File: config.mk
export PLATFORM = sky130hd
export DESIGN_NAME = sap_port
export DESIGN_NICKNAME = d
export VERILOG_FILES = /design/src/pkg/sap_pkg.sv /design/src/design/sap_sample_mem.sv /design/src/design/sap_port.sv
export VERILOG_INCLUDE_DIRS = /design/src /design/src/pkg
export SDC_FILE = /design/constraint.sdc
export NUM_CORES = 1
export LEC_CHECK = 0
export ABC_CLOCK_PERIOD_IN_PS = 4700
export BUFFER_PORTS_ARGS = -buffer_cell sky130_fd_sc_hd__buf_4
export CAP_MARGIN = 5
export CORE_MARGIN = 2
export CORE_UTILIZATION = 54
export DETAILED_ROUTE_END_ITERATION = 10
export PLACE_DENSITY_LB_ADDON = 0.3
export SLEW_MARGIN = 20
export SYNTH_ARGS = -nofsm -noshare
export SYNTH_HDL_FRONTEND = slang
export SYNTH_SLANG_ARGS = --single-unit
File: constraint.sdc
create_clock -name mclk -period 4.7 [get_ports mclk]
set_input_delay 0.47 -clock mclk [delete_from_list [all_inputs] [get_ports mclk]]
set_output_delay 0.47 -clock mclk [all_outputs]
set_load 0.01 [all_outputs]
File: src/pkg/sap_params.svh
// Offsets, field positions, reset values and timing counts of the serial audio port
`ifndef SAP_PARAMS_SVH
`define SAP_PARAMS_SVH

`define SAP_ADDR_CTRL       4'h0
`define SAP_ADDR_STATUS     4'h4

`define SAP_CTRL_HOST       7
`define SAP_CTRL_MODE_LSB   0
`define SAP_CTRL_FMT_LSB    2
`define SAP_CTRL_DIV_LSB    4
`define SAP_CTRL_RESET      8'h00

`define SAP_STARTUP_MCLK    524288

`define SAP_MODE_SLAVE      2'h3
`define SAP_DET_SINGLE_MIN  16'h00C0
`define SAP_DET_DOUBLE_MIN  16'h0060

`define SAP_SHIFT_2CH       4'h8
`define SAP_SHIFT_TDM       4'hA
`define SAP_LAST_BIT_2CH    8'h3F
`define SAP_LAST_BIT_TDM    8'hFF

`endif

File: src/pkg/sap_pkg.sv
// Types shared by the serial audio port design
package sap_pkg;
  typedef enum logic [1:0] {
    SAP_FMT_LJ   = 2'h0,
    SAP_FMT_I2S  = 2'h1,
    SAP_FMT_TDM  = 2'h2,
    SAP_FMT_RSVD = 2'h3
  } sap_fmt_t;

  typedef enum logic [1:0] {
    SAP_SPD_SINGLE = 2'h0,
    SAP_SPD_DOUBLE = 2'h1,
    SAP_SPD_QUAD   = 2'h2
  } sap_speed_t;

  typedef enum logic [1:0] {
    SAP_RUN_LATCH,
    SAP_RUN_WAIT,
    SAP_RUN_LIVE
  } sap_run_t;
endpackage : sap_pkg

File: src/design/sap_sample_mem.sv
// Four-entry sample store with one write port and two registered read ports
`timescale 1ns/1ps
module sap_sample_mem #(
  parameter int W     = 24,
  parameter int DEPTH = 4,
  parameter int AW    = 2
) (
  // Clock and reset
  input  wire logic          mclk,
  input  wire logic          nrst,
  // Write side
  input  wire logic          wr,
  input  wire logic [AW-1:0] wr_addr,
  input  wire logic [W-1:0]  wr_data,
  // Read side
  input  wire logic [AW-1:0] rd_addr_a,
  input  wire logic [AW-1:0] rd_addr_b,
  output logic      [W-1:0]  rd_data_a,
  output logic      [W-1:0]  rd_data_b
);
  logic [W-1:0] mem [DEPTH];

  always_ff @(posedge mclk) begin
    if (wr) begin
      mem[wr_addr] <= wr_data;
    end
  end

  always_ff @(posedge mclk or negedge nrst) begin
    if (!nrst) begin
      rd_data_a <= '0;
      rd_data_b <= '0;
    end else begin
      rd_data_a <= mem[rd_addr_a];
      rd_data_b <= mem[rd_addr_b];
    end
  end
endmodule : sap_sample_mem

File: src/design/sap_port.sv
// Serial audio output port: clock master/slave, LJ / I2S / TDM formats, speed detect
// Behaviour
// - An external master clock is only an input; the block never drives it.
// - Master: bit clock and frame clock derived from master clock and driven out.
// - Mode 00/01/10 select master at single, double or quad rate.
// - Mode 11 selects slave with automatic speed range detection.
// - Slave speed comes from divided master clock versus frame clock ratio.
// - Slave applies the configured master clock divider before the ratio count.
// - Port has bit clock, frame clock and four serial data lines.
// - Format 00 left-justified, 01 I2S, 10 TDM, 11 reserved.
// - Two-channel formats send odd channel then even, MSB first.
// - Slave two-channel: bit positions beyond the sample are padded with zeros.
// - Slave two-channel: short channels cut the sample at the clocks received.
// - TDM sends four channels per frame; frame starts at frame sync rise.
// - TDM slot is 32 bit clocks, sample left-justified, MSB first.
// - TDM stream appears on data line one.
// - TDM: line three carries the inverted stream; all lines stay driven.
// - All formats selectable from pins and from registers.
// - Host enable set: pins ignored, configuration taken from registers only.
// - After reset: latch pins, start, send audio within 524288 master clocks.
`timescale 1ns/1ps
`include "sap_params.svh"
module sap_port #(
  parameter int SAMPLE_W       = 24,
  parameter int STARTUP_CYCLES = `SAP_STARTUP_MCLK
) (
  // Clock and reset
  input  wire logic                mclk,
  input  wire logic                nrst,
  // Configuration pins
  input  wire logic                mode_select_hi,
  input  wire logic                mode_select_lo,
  input  wire logic                format_select_hi,
  input  wire logic                format_select_lo,
  input  wire logic [2:0]          div_select,
  // Converter samples
  input  wire logic                sample_wr,
  input  wire logic [1:0]          sample_ch,
  input  wire logic [SAMPLE_W-1:0] sample_data,
  // Bit clock and frame clock pins
  input  wire logic                bclk_in,
  output logic                     bclk_out,
  output logic                     bclk_oe_n,
  input  wire logic                frame_clock_in,
  output logic                     frame_clock_out,
  output logic                     frame_clock_oe_n,
  // Serial data lines
  output logic                     data_out_one,
  output logic                     data_out_two,
  output logic                     data_out_three,
  output logic                     data_out_four,
  // Avalon-MM slave
  input  wire logic [3:0]          avs_address,
  input  wire logic                avs_read,
  input  wire logic                avs_write,
  input  wire logic [31:0]         avs_writedata,
  output logic      [31:0]         avs_readdata,
  output logic                     avs_waitrequest
);
  localparam int CW = $clog2(STARTUP_CYCLES + 1);

  // Start-up: pins caught one clock after reset release
  sap_pkg::sap_run_t run_st, next_run_st;
  logic [CW-1:0] start_cnt, next_start_cnt;
  logic [1:0]    pin_mode, next_pin_mode, pin_fmt, next_pin_fmt;
  logic [2:0]    pin_div, next_pin_div;
  logic          live;

  always_comb begin
    next_run_st    = run_st;
    next_start_cnt = start_cnt;
    next_pin_mode  = pin_mode;
    next_pin_fmt   = pin_fmt;
    next_pin_div   = pin_div;
    unique case (run_st)
      sap_pkg::SAP_RUN_LATCH: begin
        next_pin_mode  = {mode_select_hi, mode_select_lo};
        next_pin_fmt   = {format_select_hi, format_select_lo};
        next_pin_div   = div_select;
        next_start_cnt = '0;
        next_run_st    = sap_pkg::SAP_RUN_WAIT;
      end
      sap_pkg::SAP_RUN_WAIT: begin
        next_start_cnt = start_cnt + CW'(1);
        if (start_cnt == CW'(STARTUP_CYCLES - 1)) begin
          next_run_st = sap_pkg::SAP_RUN_LIVE;
        end
      end
      sap_pkg::SAP_RUN_LIVE: begin
        next_run_st = sap_pkg::SAP_RUN_LIVE;
      end
      default: begin
        next_run_st = sap_pkg::SAP_RUN_LATCH;
      end
    endcase
  end

  always_ff @(posedge mclk or negedge nrst) begin
    if (!nrst) begin
      run_st    <= sap_pkg::SAP_RUN_LATCH;
      start_cnt <= '0;
      pin_mode  <= 2'h0;
      pin_fmt   <= 2'h0;
      pin_div   <= 3'h0;
    end else begin
      run_st    <= next_run_st;
      start_cnt <= next_start_cnt;
      pin_mode  <= next_pin_mode;
      pin_fmt   <= next_pin_fmt;
      pin_div   <= next_pin_div;
    end
  end

  assign live = (run_st == sap_pkg::SAP_RUN_LIVE);

  // Effective configuration
  logic [7:0]           ctrl, next_ctrl;
  logic                 host_en, slave, tdm, i2s, first_lvl;
  logic [1:0]           eff_mode;
  logic [2:0]           eff_div;
  sap_pkg::sap_fmt_t    eff_fmt;
  sap_pkg::sap_speed_t  det_speed, next_det_speed, speed;

  always_comb begin
    host_en  = ctrl[`SAP_CTRL_HOST];
    // Pins are ignored entirely once the host has taken over
    eff_mode = host_en ? ctrl[`SAP_CTRL_MODE_LSB +: 2] : pin_mode;
    eff_fmt  = sap_pkg::sap_fmt_t'(host_en ? ctrl[`SAP_CTRL_FMT_LSB +: 2] : pin_fmt);
    eff_div  = host_en ? ctrl[`SAP_CTRL_DIV_LSB +: 3] : pin_div;
    slave    = (eff_mode == `SAP_MODE_SLAVE);
    speed    = slave ? det_speed : sap_pkg::sap_speed_t'(eff_mode);
    tdm      = (eff_fmt == sap_pkg::SAP_FMT_TDM);
    i2s      = (eff_fmt == sap_pkg::SAP_FMT_I2S);
    first_lvl = !i2s;
  end

  // Master clock divider as twice its ratio, so that 1.5 stays integral
  logic [3:0] ratio2;
  always_comb begin
    unique case (eff_div)
      3'h1:    ratio2 = 4'h3;
      3'h2:    ratio2 = 4'h4;
      3'h3:    ratio2 = 4'h6;
      3'h4:    ratio2 = 4'h8;
      default: ratio2 = 4'h2;
    endcase
  end

  // Divided internal master clock, as an enable pulse
  logic [3:0] div_acc, next_div_acc;
  logic       int_en, next_int_en;
  always_comb begin
    next_div_acc = div_acc + 4'h2;
    next_int_en  = 1'b0;
    if (next_div_acc >= ratio2) begin
      next_div_acc = next_div_acc - ratio2;
      next_int_en  = 1'b1;
    end
  end

  // Master clock generation; half period in master clocks, never below one.
  // Quad-rate TDM at every divider setting is limited to half the master clock rate.
  logic [11:0] hp_full, hp, hp_cnt, next_hp_cnt;
  logic [7:0]  mbit, next_mbit;
  logic        next_bclk, next_fclk, next_oe_n;
  always_comb begin
    hp_full     = 12'(ratio2) << (4'h8 - {2'h0, speed});
    hp          = hp_full >> (tdm ? `SAP_SHIFT_TDM : `SAP_SHIFT_2CH);
    if (hp == 12'h000) begin
      hp = 12'h001;
    end
    next_hp_cnt = hp_cnt;
    next_bclk   = bclk_out;
    next_fclk   = frame_clock_out;
    next_mbit   = mbit;
    next_oe_n   = slave;
    if (slave) begin
      next_hp_cnt = 12'h000;
    end else if (hp_cnt >= hp - 12'h001) begin
      next_hp_cnt = 12'h000;
      next_bclk   = !bclk_out;
      if (bclk_out) begin
        next_mbit = (mbit >= (tdm ? `SAP_LAST_BIT_TDM : `SAP_LAST_BIT_2CH)) ? 8'h00
                                                                        : mbit + 8'h01;
        // Frame clock moves only together with a falling bit clock
        next_fclk = tdm ? (next_mbit[7:5] == 3'h0) : (first_lvl ^ next_mbit[5]);
      end
    end else begin
      next_hp_cnt = hp_cnt + 12'h001;
    end
  end

  // Bit events seen on the active clocks
  logic       cur_b, cur_f, prev_b, f_at_fall, f_prev_m, fall, bound, f_rise;
  logic       ev_d1, ev_d2, half, next_half;
  logic [7:0] bit_cnt, next_bit_cnt;
  always_comb begin
    cur_b        = slave ? bclk_in : bclk_out;
    cur_f        = slave ? frame_clock_in : frame_clock_out;
    fall         = prev_b && !cur_b;
    f_rise       = cur_f && !f_prev_m;
    bound        = tdm ? (cur_f && !f_at_fall) : (cur_f != f_at_fall);
    next_bit_cnt = bit_cnt;
    next_half    = half;
    if (fall) begin
      next_half = (cur_f != first_lvl);
      if (bound) begin
        next_bit_cnt = 8'h00;
      end else if (bit_cnt != 8'hFF) begin
        next_bit_cnt = bit_cnt + 8'h01;
      end
    end
  end

  // Slave speed detector
  logic [15:0] det_cnt, next_det_cnt;
  always_comb begin
    next_det_cnt   = det_cnt;
    next_det_speed = det_speed;
    if (int_en && det_cnt != 16'hFFFF) begin
      next_det_cnt = det_cnt + 16'h0001;
    end
    if (f_rise) begin
      next_det_cnt = 16'h0000;
      if (det_cnt >= `SAP_DET_SINGLE_MIN) begin
        next_det_speed = sap_pkg::SAP_SPD_SINGLE;
      end else if (det_cnt >= `SAP_DET_DOUBLE_MIN) begin
        next_det_speed = sap_pkg::SAP_SPD_DOUBLE;
      end else begin
        next_det_speed = sap_pkg::SAP_SPD_QUAD;
      end
    end
  end

  // Sample fetch and serial data
  logic [1:0]          addr_a, addr_b;
  logic [SAMPLE_W-1:0] rd_a, rd_b;
  logic [8:0]          idx;
  logic                bit_ok, next_d1, next_d3;
  int                  sel;
  always_comb begin
    sel    = 0;
    addr_a = tdm ? bit_cnt[6:5] : {1'b0, half};
    addr_b = {1'b1, half};
    if (tdm) begin
      idx = {4'h0, bit_cnt[4:0]};
    end else if (i2s) begin
      idx = {1'b0, bit_cnt} - 9'h001;
    end else begin
      idx = {1'b0, bit_cnt};
    end
    // Past the sample, or past the last slot, the line carries zeros
    bit_ok = live && (eff_fmt != sap_pkg::SAP_FMT_RSVD) && (idx < 9'(SAMPLE_W)) &&
             !(tdm && bit_cnt[7]);
    next_d1 = data_out_one;
    next_d3 = data_out_three;
    if (ev_d2) begin
      next_d1 = 1'b0;
      next_d3 = 1'b0;
      if (bit_ok) begin
        sel     = SAMPLE_W - 1 - int'(idx);
        next_d1 = rd_a[sel];
        next_d3 = rd_b[sel];
      end
      if (tdm) begin
        next_d3 = !next_d1;
      end
    end
  end

  sap_sample_mem #(
    .W     (SAMPLE_W),
    .DEPTH (4),
    .AW    (2)
  ) u_mem (
    .mclk      (mclk),
    .nrst      (nrst),
    .wr        (sample_wr),
    .wr_addr   (sample_ch),
    .wr_data   (sample_data),
    .rd_addr_a (addr_a),
    .rd_addr_b (addr_b),
    .rd_data_a (rd_a),
    .rd_data_b (rd_b)
  );

  // Register slave: one wait cycle, then a one-cycle answer
  logic        next_wait, req;
  logic [31:0] next_rdata;
  always_comb begin
    req        = avs_read || avs_write;
    next_wait  = !(req && avs_waitrequest);
    next_rdata = avs_readdata;
    next_ctrl  = ctrl;
    if (req && avs_waitrequest) begin
      unique case (avs_address)
        `SAP_ADDR_CTRL:   next_rdata = {24'h000000, ctrl};
        `SAP_ADDR_STATUS: next_rdata = {23'h000000, eff_div, eff_fmt, live, slave, speed};
        default:          next_rdata = 32'h00000000;
      endcase
    end
    if (avs_write && !avs_waitrequest && avs_address == `SAP_ADDR_CTRL) begin
      next_ctrl = avs_writedata[7:0];
    end
  end

  always_ff @(posedge mclk or negedge nrst) begin
    if (!nrst) begin
      ctrl             <= `SAP_CTRL_RESET;
      avs_waitrequest  <= 1'b1;
      avs_readdata     <= 32'h00000000;
      div_acc          <= 4'h0;
      int_en           <= 1'b0;
      hp_cnt           <= 12'h000;
      mbit             <= 8'h00;
      bclk_out         <= 1'b0;
      frame_clock_out  <= 1'b0;
      bclk_oe_n        <= 1'b1;
      frame_clock_oe_n <= 1'b1;
      prev_b           <= 1'b0;
      f_at_fall        <= 1'b0;
      f_prev_m         <= 1'b0;
      bit_cnt          <= 8'hFF;
      half             <= 1'b0;
      ev_d1            <= 1'b0;
      ev_d2            <= 1'b0;
      // Starts saturated: the false frame edge just after reset must not pick quad rate
      det_cnt          <= 16'hFFFF;
      det_speed        <= sap_pkg::SAP_SPD_SINGLE;
      data_out_one     <= 1'b0;
      data_out_two     <= 1'b0;
      data_out_three   <= 1'b0;
      data_out_four    <= 1'b0;
    end else begin
      ctrl             <= next_ctrl;
      avs_waitrequest  <= next_wait;
      avs_readdata     <= next_rdata;
      div_acc          <= next_div_acc;
      int_en           <= next_int_en;
      hp_cnt           <= next_hp_cnt;
      mbit             <= next_mbit;
      bclk_out         <= next_bclk;
      frame_clock_out  <= next_fclk;
      bclk_oe_n        <= next_oe_n;
      frame_clock_oe_n <= next_oe_n;
      prev_b           <= cur_b;
      f_at_fall        <= fall ? cur_f : f_at_fall;
      f_prev_m         <= cur_f;
      bit_cnt          <= next_bit_cnt;
      half             <= next_half;
      ev_d1            <= fall;
      ev_d2            <= ev_d1;
      det_cnt          <= next_det_cnt;
      det_speed        <= next_det_speed;
      data_out_one     <= next_d1;
      data_out_two     <= 1'b0;
      data_out_three   <= next_d3;
      data_out_four    <= 1'b0;
    end
  end

  property p_master_drive;
    @(posedge mclk) disable iff (!nrst) (nrst && !slave) |=> !bclk_oe_n && !frame_clock_oe_n;
  endproperty
  a_master_drive: assert property (p_master_drive)
    else $error("master mode does not drive the clocks");

  property p_slave_release;
    @(posedge mclk) disable iff (!nrst) slave [*2] |-> bclk_oe_n && frame_clock_oe_n;
  endproperty
  a_slave_release: assert property (p_slave_release)
    else $error("slave mode still drives the clocks");

  property p_frame_on_fall;
    @(posedge mclk) disable iff (!nrst)
      (!slave && !$past(slave) && $changed(frame_clock_out)) |-> $fell(bclk_out);
  endproperty
  a_frame_on_fall: assert property (p_frame_on_fall)
    else $error("frame clock moved away from a bit clock fall");

  property p_pad_zero;
    @(posedge mclk) disable iff (!nrst) (ev_d2 && !tdm && idx >= 9'(SAMPLE_W)) |=> !data_out_one;
  endproperty
  a_pad_zero: assert property (p_pad_zero)
    else $error("bit past the sample is not zero");

  property p_tdm_inverse;
    @(posedge mclk) disable iff (!nrst) (ev_d2 && tdm) |=> data_out_three == !data_out_one;
  endproperty
  a_tdm_inverse: assert property (p_tdm_inverse)
    else $error("line three is not the inverted TDM stream");

  property p_quiet_start;
    @(posedge mclk) disable iff (!nrst) !live |=> !data_out_one && !data_out_two;
  endproperty
  a_quiet_start: assert property (p_quiet_start)
    else $error("data sent before start-up ended");

  property p_detect_single;
    @(posedge mclk) disable iff (!nrst)
      (f_rise && det_cnt >= `SAP_DET_SINGLE_MIN) |=> det_speed == sap_pkg::SAP_SPD_SINGLE;
  endproperty
  a_detect_single: assert property (p_detect_single)
    else $error("ratio not classified as single rate");

  property p_tdm_frame;
    @(posedge mclk) disable iff (!nrst) (fall && tdm && cur_f && !f_at_fall) |=> bit_cnt == 8'h00;
  endproperty
  a_tdm_frame: assert property (p_tdm_frame)
    else $error("TDM frame did not restart at frame sync rise");
endmodule : sap_port

==> results of run 1 <==
power breakdown:
group	switching [mW]	leakage (nW)	internal, mW
Combinational	1.03	2.42	0.816
Sequential	0.208	2.79	2.62
Clock	0.829	0.424	1.26
Total	2.07	5.64	4.69
registers in the layout, summed over array words and instances, names as in the netlist, 3 cells and up:
signal and count:
pin_div 3, avs_readdata 9, det_cnt 16, start_cnt 20, ctrl 8, u_mem.rd_data_a 24
hp_cnt 12, u_mem.mem 96, div_acc 4, mbit 8, u_mem.rd_data_b 24, bit_cnt 8
worst paths after layout:
kind | to | slack (ns) | depth (start not counted)
worst min register to register | ev_d2 | 0.35 | 0
worst max register to register | frame_clock_out | 0.30 | 19
min in group mclk | u_mem.mem[3][7] | 0.13 | 1
worst min-delay path | pin_mode[0] | -0.02 | 1
worst max-delay path | frame_clock_out | 0.30 | 19
max in group asynchronous | bit_cnt[6] | 3.60 | 2
stage by stage:
step	instances	power, mW
2_1_floorplan	1009	4.17
3_3_place_gp	1313	4.62
3_5_place_dp	1313	4.68
4_1_cts	1361	6.78
5_1_grt	1366	7.12
6_report	1366	6.76
routing by layer:
metal	wire length, µm	vias up
li1	-	3760
met1	10700	3855
met2	11600	199
met3	1030	42
met4	580	0
met5	0	-
cells by family (layout without fill, tap and decap cells):
group	count (synthesis)	after routing	synth area share, %
simple gates	283	283	11.6
mux	95	95	11.0
compound gates	180	180	10.0
buf+inv	98	175	4.21
other cells	2	27	0.0621
fa+ha+maj	35	35	3.68
flops	253	253	56.6
xor+xnor	38	38	2.81
cells in the final DEF (no fill, tap or decap), types with 9 or more instances in the layout:
cell and instances:
dfrtp_1 131, edfxtp_1 96, buf_4 90, nand2_1 79, nor2_1 62, o21ai_0 53, mux2_2 51, nand3_1 41
ha_1 34, inv_1 33, xor2_1 27, conb_1 27, a21oi_1 26, dfstp_2 26, clkbuf_16 26, mux4_2 25
nand4_1 18, mux2i_1 17, and3_1 16, clkbuf_1 11, xnor2_1 10, o31ai_1 10, a211oi_1 9, nor2b_1 9
cell usage after synthesis (all sizes together), types with 9 or more instances:
cell	number	area share, %
nor2b	9	0.47
xor2	28	2.1
nand4	18	0.93
xnor2	10	0.72
mux2i	19	1.6
nor4	9	0.47
clkbuf	24	0.91
nor2	65	2.0
buf	39	2.2
a211oi	9	0.56
o21ai	57	2.4
mux2	51	4.7
inv	33	1.0
dfstp	26	5.6
ha	34	3.5
nand3	43	1.8
a21oi	27	1.1
nand2	79	2.5
dfrtp	131	27
o31ai	10	0.62
edfxtp	96	24
mux4	25	4.7
and3	17	0.92
area by class of cell:
class                   count  area (µm²)
fillers                  1697        8090
flip-flops and latches    253        6840
multi-input cells         658        4900
clock buffers              41         747
repair buffers             92         698
well taps                 280         350
clock inverters             7         138
inverters                  35         131
what timing repair did:
item,CTS,global route
gates resized for setup,1,8
setup buffers,0,5
pin swaps,0,4
endpoints found under the setup margin,5,22
==> summary.md, run 1 <==
| Metric | Value |
|---|---|
| WL/cell | 17.5 µm |
| I/O pin total | 117 |
| GRT met3 Usage | 2.51% |
| Synthesized area | 12100 µm² |
| Worst setup EP type | register |
| FF-to-FF Start | ctrl[7] |
| # diodes | 0 |
| Clock Tree Root | clkbuf_16 |
| Final HPWL DP | 15600 µm |
| Final period util | 93.5% |
| CP Max Fanout | 14 |
| I/O Buffers | 67 |
| Non-Filler Cell Area, Final | 13800 µm² |
| Outcome | complete, but fails checks |
| Vias per Instance | 5.75 |
| Core Util, Final | 63.1% |
| Maximum vdd drop | 0.346 mV |
| Rel. slew slack | 28.6% |
| Placed Area | 12900 µm² |
| DR vias | 7856 |
| First-pass GRT wire length | 38900 µm |
| Clk buf depth | 3 |
| DRC | 0 |
| Clock Sinks | 253 |
| Power density cells | 490 nW/µm² |
| Critical Path RT | 5.12 ns |
| Crit path time final | 4.40 ns |
| Crit path DAT | 4.81 ns |
| Die span in y | 154 µm |
| DR pass1 iterations | 5 |
| Top cell by count, worst path | a21oi_1 |
| Max stage delay cell, worst path | dfrtp_1 |
| Largest net degree at the start of global routing | 84 |
| Yosys reg bits | 253 |
| Critical-path cell list | buf_4, mux2i_1, nand2_1, a21oi_1, nor2_1, nand3_1, o21ai_0, a211oi_1, a21oi_1, buf_4, ha_1, nand2b_1, a21o_1, a21o_1, a21oi_1, o211ai_1, a221oi_4, or2_4, mux2_2 |
| Max cap viols | 0 |
| Hold Path Class | in -> async |
| Fmax | 228 MHz |
| CP Class | reg -> reg |
| Violated checks | negative hold slack |
| Number of global-route vias before repair | 7713 |
| Family with the most delay on the worst path | compound AO/OA/AOI/OAI gates |
| Post-Place Worst Slack | 0.00856 ns |
| Die area | 23600 µm² |
| Endpoints failing setup | 0 |
| Initial Util | 55.2% |
| Area grow syn2layout | 14.2% |
| Core box area | 21900 µm² |
| WP buf/inv | 2 |
| Final hold slack | -0.0214 ns |
| Worst setup SP type | register |
| Synth unique cells | 81 |
| Worst setup path start | ctrl[7] |
| GRT busiest layer | met2 |
| GRT overflow | 0 |
| Count of flip-flops with a built-in enable after synthesis | 96 |
| Total CTS buffers | 26 |
| Met2 GRT Util | 33.6% |
| Setup Skew | 0.0123 ns |
| Skew-Pair Late Insertion Delay | 0.54 ns |
| FFs w/ async S/R, synth | 62.1% |
| Worst slew pin tran | 1.07 ns |
| Ys flop type | dfrtp_1 |
| GRT Total Usage | 20.1% |
| DR iter-0 viols | 587 |
| Die Wd | 154 µm |
| TNS Setup | 0 ns |
| Share of cells above drive strength 1 | 23.8% |
| NumNets Final | 1177 |
| Syn_area_per_cell | 12.3 µm² |
| Max Slew Vio Count | 0 |
| TritonCTS clock tree | yes |
| Grt met1 use | 28.4% |
| Placer Congestion | 0.844 |
| Final worst-path setup slack | 0.305 ns |
| Initial antenna violation count | 0 |
| Sequential fraction of the synthesis area | 56.6% |
| Routed Antenna Nets | 0 |
| # hold bufs at CTS | 0 |
| CTS H-tree lvls | 1 |
| CP max stage delay | 0.47 ns |
| WL final | 23900 µm |
| Hold Vio Cnt, Final | 12 |
| Yosys warns | 0 |
| Mapped Cells | 984 |
| Leakage dissipation | 5.64 nW |
| Site row count | 54 |
| Clock slew at reported path FFs | 0.06 ns |
(Power assumes the default switching activity.)
==> run 2, diff against run 1 <==
--- a/config.mk
+++ b/config.mk
@@ -6,9 +6,9 @@
 export SDC_FILE = /design/constraint.sdc
 export NUM_CORES = 1
 export LEC_CHECK = 0
+export ABC_AREA = 1
 export ABC_CLOCK_PERIOD_IN_PS = 4700
 export BUFFER_PORTS_ARGS = -buffer_cell sky130_fd_sc_hd__buf_4
-export CAP_MARGIN = 5
 export CORE_MARGIN = 2
 export CORE_UTILIZATION = 54
 export DETAILED_ROUTE_END_ITERATION = 10
==> summary.md, run 2 <==
| Metric | Value |
|---|---|
| Clock slew at reported path FFs | 0.06 ns |
| Endpoints failing setup | 0 |
| Worst setup path start | ctrl[7] |
| Biggest regs | u_mem.mem (96), u_mem.rd_data_a (24), u_mem.rd_data_b (24) |
| Initial Util | 55.3% |
| List of most frequent post-synthesis cells | nand2_1, nor2_1, dfrtp_1 |
| Worst slew pin tran | 1.15 ns |
| Outcome | complete, no violations |
| Area grow syn2layout | 13.0% |
| CTS H-tree lvls | 1 |
| GRT Total Usage | 21.2% |
| Clock Power Share | 28.2% |
| Routed Antenna Nets | 0 |
| Largest net degree at the start of global routing | 106 |
| Hold Vio Cnt, Final | 0 |
| Worst setup EP type | register |
| Rel. slew slack | 22.7% |
| Count of flip-flops with a built-in enable after synthesis | 96 |
| Share of cells above drive strength 1 | 14.7% |
| R2R depth | 21 |
| Comb power frac | 32.5% |
| Leakage dissipation | 6.09 nW |
| Final period util | 90.6% |
| Die Wd | 154 µm |
| Dpl cells | 1614 |
| Final worst-path setup slack | 0.441 ns |
| FF-to-FF Start | ctrl[7] |
| Sequential fraction of the synthesis area | 56.3% |
| Top cell type's share of synthesized area | 27.0% |
| Skew-Pair Late Insertion Delay | 0.55 ns |
| Post-Place Worst Slack | 0.276 ns |
| TNS Setup | 0 ns |
| Number of global-route vias before repair | 8568 |
| Mapped Cells | 1293 |
| Vias per Instance | 5.37 |
| Flop pwr share | 39.3% |
| Syn_area_per_cell | 9.40 µm² |
| Crit path time final | 4.26 ns |
| # diodes | 0 |
| RR Endpoint | mbit[0] |
| Max FFs per register | 96 |
| CP Class | reg -> reg |
| Die area | 23700 µm² |
| NumNets Final | 1474 |
| TritonCTS clock tree | yes |
| Fmax | 235 MHz |
| Core box area | 22000 µm² |
| Max Slew Vio Count | 0 |
| WL/cell | 14.8 µm |
| Clock Sinks | 253 |
| Placer Congestion | 0.847 |
| Largest Register | u_mem.mem |
| Synth top area cells | dfrtp_1, edfxtp_1, nand2_1 |
| Clk buf depth | 3 |
| I/O Buffers | 67 |
| Int Power | 4.89 mW |
| Maximum vdd drop | 0.316 mV |
| Commonest cells after routing, fill and taps aside | nand2_1, nor2_1, dfrtp_1 |
| WL final | 24700 µm |
| DR iter-0 viols | 654 |
| Synth unique cells | 53 |
| Yosys warns | 0 |
| Most common cell after layout, fill and taps aside | nand2_1 |
| Die span in y | 154 µm |
| Critical Path RT | 5.13 ns |
| DR vias | 8931 |
| Worst setup SP type | register |
| Switching power share of the total | 36.0% |
| Core Util, Final | 62.5% |
| RSZ-0062 raised after global routing | false |
| Final HPWL DP | 16100 µm |
| Total CTS buffers | 27 |
| I/O pin total | 117 |
| P_sw | 2.75 mW |
| DR pass1 iterations | 5 |
| Most numerous cell in the Yosys netlist | nand2_1 |
| Area leader, netlist | dfrtp_1 |
| Reg2reg setup slack | 0.44 ns |
| CP Max Fanout | 12 |
| Clock Tree Root | clkbuf_16 |
| First-pass GRT wire length | 41200 µm |
| Ys flop type | dfrtp_1 |
| Max cap viols | 0 |
| # hold bufs at CTS | 0 |
| Initial antenna violation count | 0 |
| Synthesized area | 12200 µm² |
| Post-Layout Cell Count | 1664 |
| GRT overflow | 0 |
| FFs w/ async S/R, synth | 62.1% |
| DRC | 0 |
| Hold Path Class | in -> async |
| Fill cell count | 1806 |
| Yosys reg bits | 253 |
| Crit path DAT | 4.69 ns |
| Setup Skew | 0.0107 ns |
| Power density cells | 556 nW/µm² |
| Site row count | 54 |
[run 2: kinds of logic (layout without fill, tap and decap cells)]
family	count (synthesis)	after routing	share of synthesized area [%]
AO/OA/AOI/OAI	183	183	9.45
XOR/XNOR	20	20	1.44
adder cells (fa/ha/maj)	35	35	3.67
buffers and inverters	187	253	7.22
flip-flops	253	253	56.3
multiplexers	6	6	0.525
other	2	27	0.0618
AND/OR/NAND/NOR	607	607	21.3
[run 2: metrics by stage]
step / hold WS [ns] / power [mW] / area [µm²]
floorplan: 0.174 / 4.88 / 12200
CTS: 0.0762 / 7.66 / 13700
finish: 0.0338 / 7.64 / 13700
global placement: 0.336 / 5.42 / 12800
detailed placement: 0.353 / 5.49 / 12800
global route: 0.112 / 8.15 / 13700
[run 2: power groups by stage]
stage                     Sequential (mW)  Combinational, mW  Clock, mW
after CTS                            3.00               2.48       2.19
final                                3.00               2.48       2.16
after detailed placement             3.03               2.46          0
after floorplan                      2.94               1.94          0
after global placement               3.03               2.39          0
after global routing                 3.05               2.83       2.27
[run 2: layout make-up]
type / count / area [µm²] / area share (%)
clock inverter: 10 / 120 / 0.875
sequential: 253 / 6850 / 49.9
timing repair buffer: 77 / 582 / 4.24
multi-input combinational: 878 / 4550 / 33.1
tap: 280 / 350 / 2.55
inverter: 126 / 477 / 3.47
clock buffer: 40 / 805 / 5.86
[run 2: worst max-delay path, stage by stage, from the launching register on]
cell and delay [ns]:
dfrtp_2 0.50, o21ai_2 0.30, inv_1 0.10, nand2_1 0.09, nand2_1 0.06, ha_1 0.38, nor2_1 0.23, nand2_1 0.08
nand2_1 0.10, nand2_1 0.11, nand2_1 0.10, o21a_1 0.14, ha_1 0.18, nand3_1 0.19, ha_1 0.35, nand3_1 0.09
nand2_1 0.05, a221oi_1 0.30, nand3_1 0.22, nand2_4 0.18, clkinvlp_4 0.19, o21a_1 0.21
[run 2: layer usage]
metal,vias up,GRT usage (%),share of wire [%]
met4,0,6.85,2.3
li1,4398,-,-
met3,44,2.79,5.1
met2,236,36.5,49
met5,-,0,0
met1,4253,28.0,44
[run 2: worst max path at each step]
stage | slack (ns) | cells past startpoint | to
floorplan | 0.80 | 22 | mbit[0]
global placement | 0.31 | 21 | mbit[0]
detailed placement | 0.28 | 21 | mbit[0]
CTS | 0.26 | 21 | mbit[0]
global route | 0.01 | 22 | mbit[0]
finish | 0.44 | 21 | mbit[0]
[run 2: timing repair]
| action | in CTS | in global routing |
|---|---|---|
| buffers inserted | 0 | 0 |
| endpoints found under the setup margin | 0 | 7 |
| resized for setup | 0 | 3 |
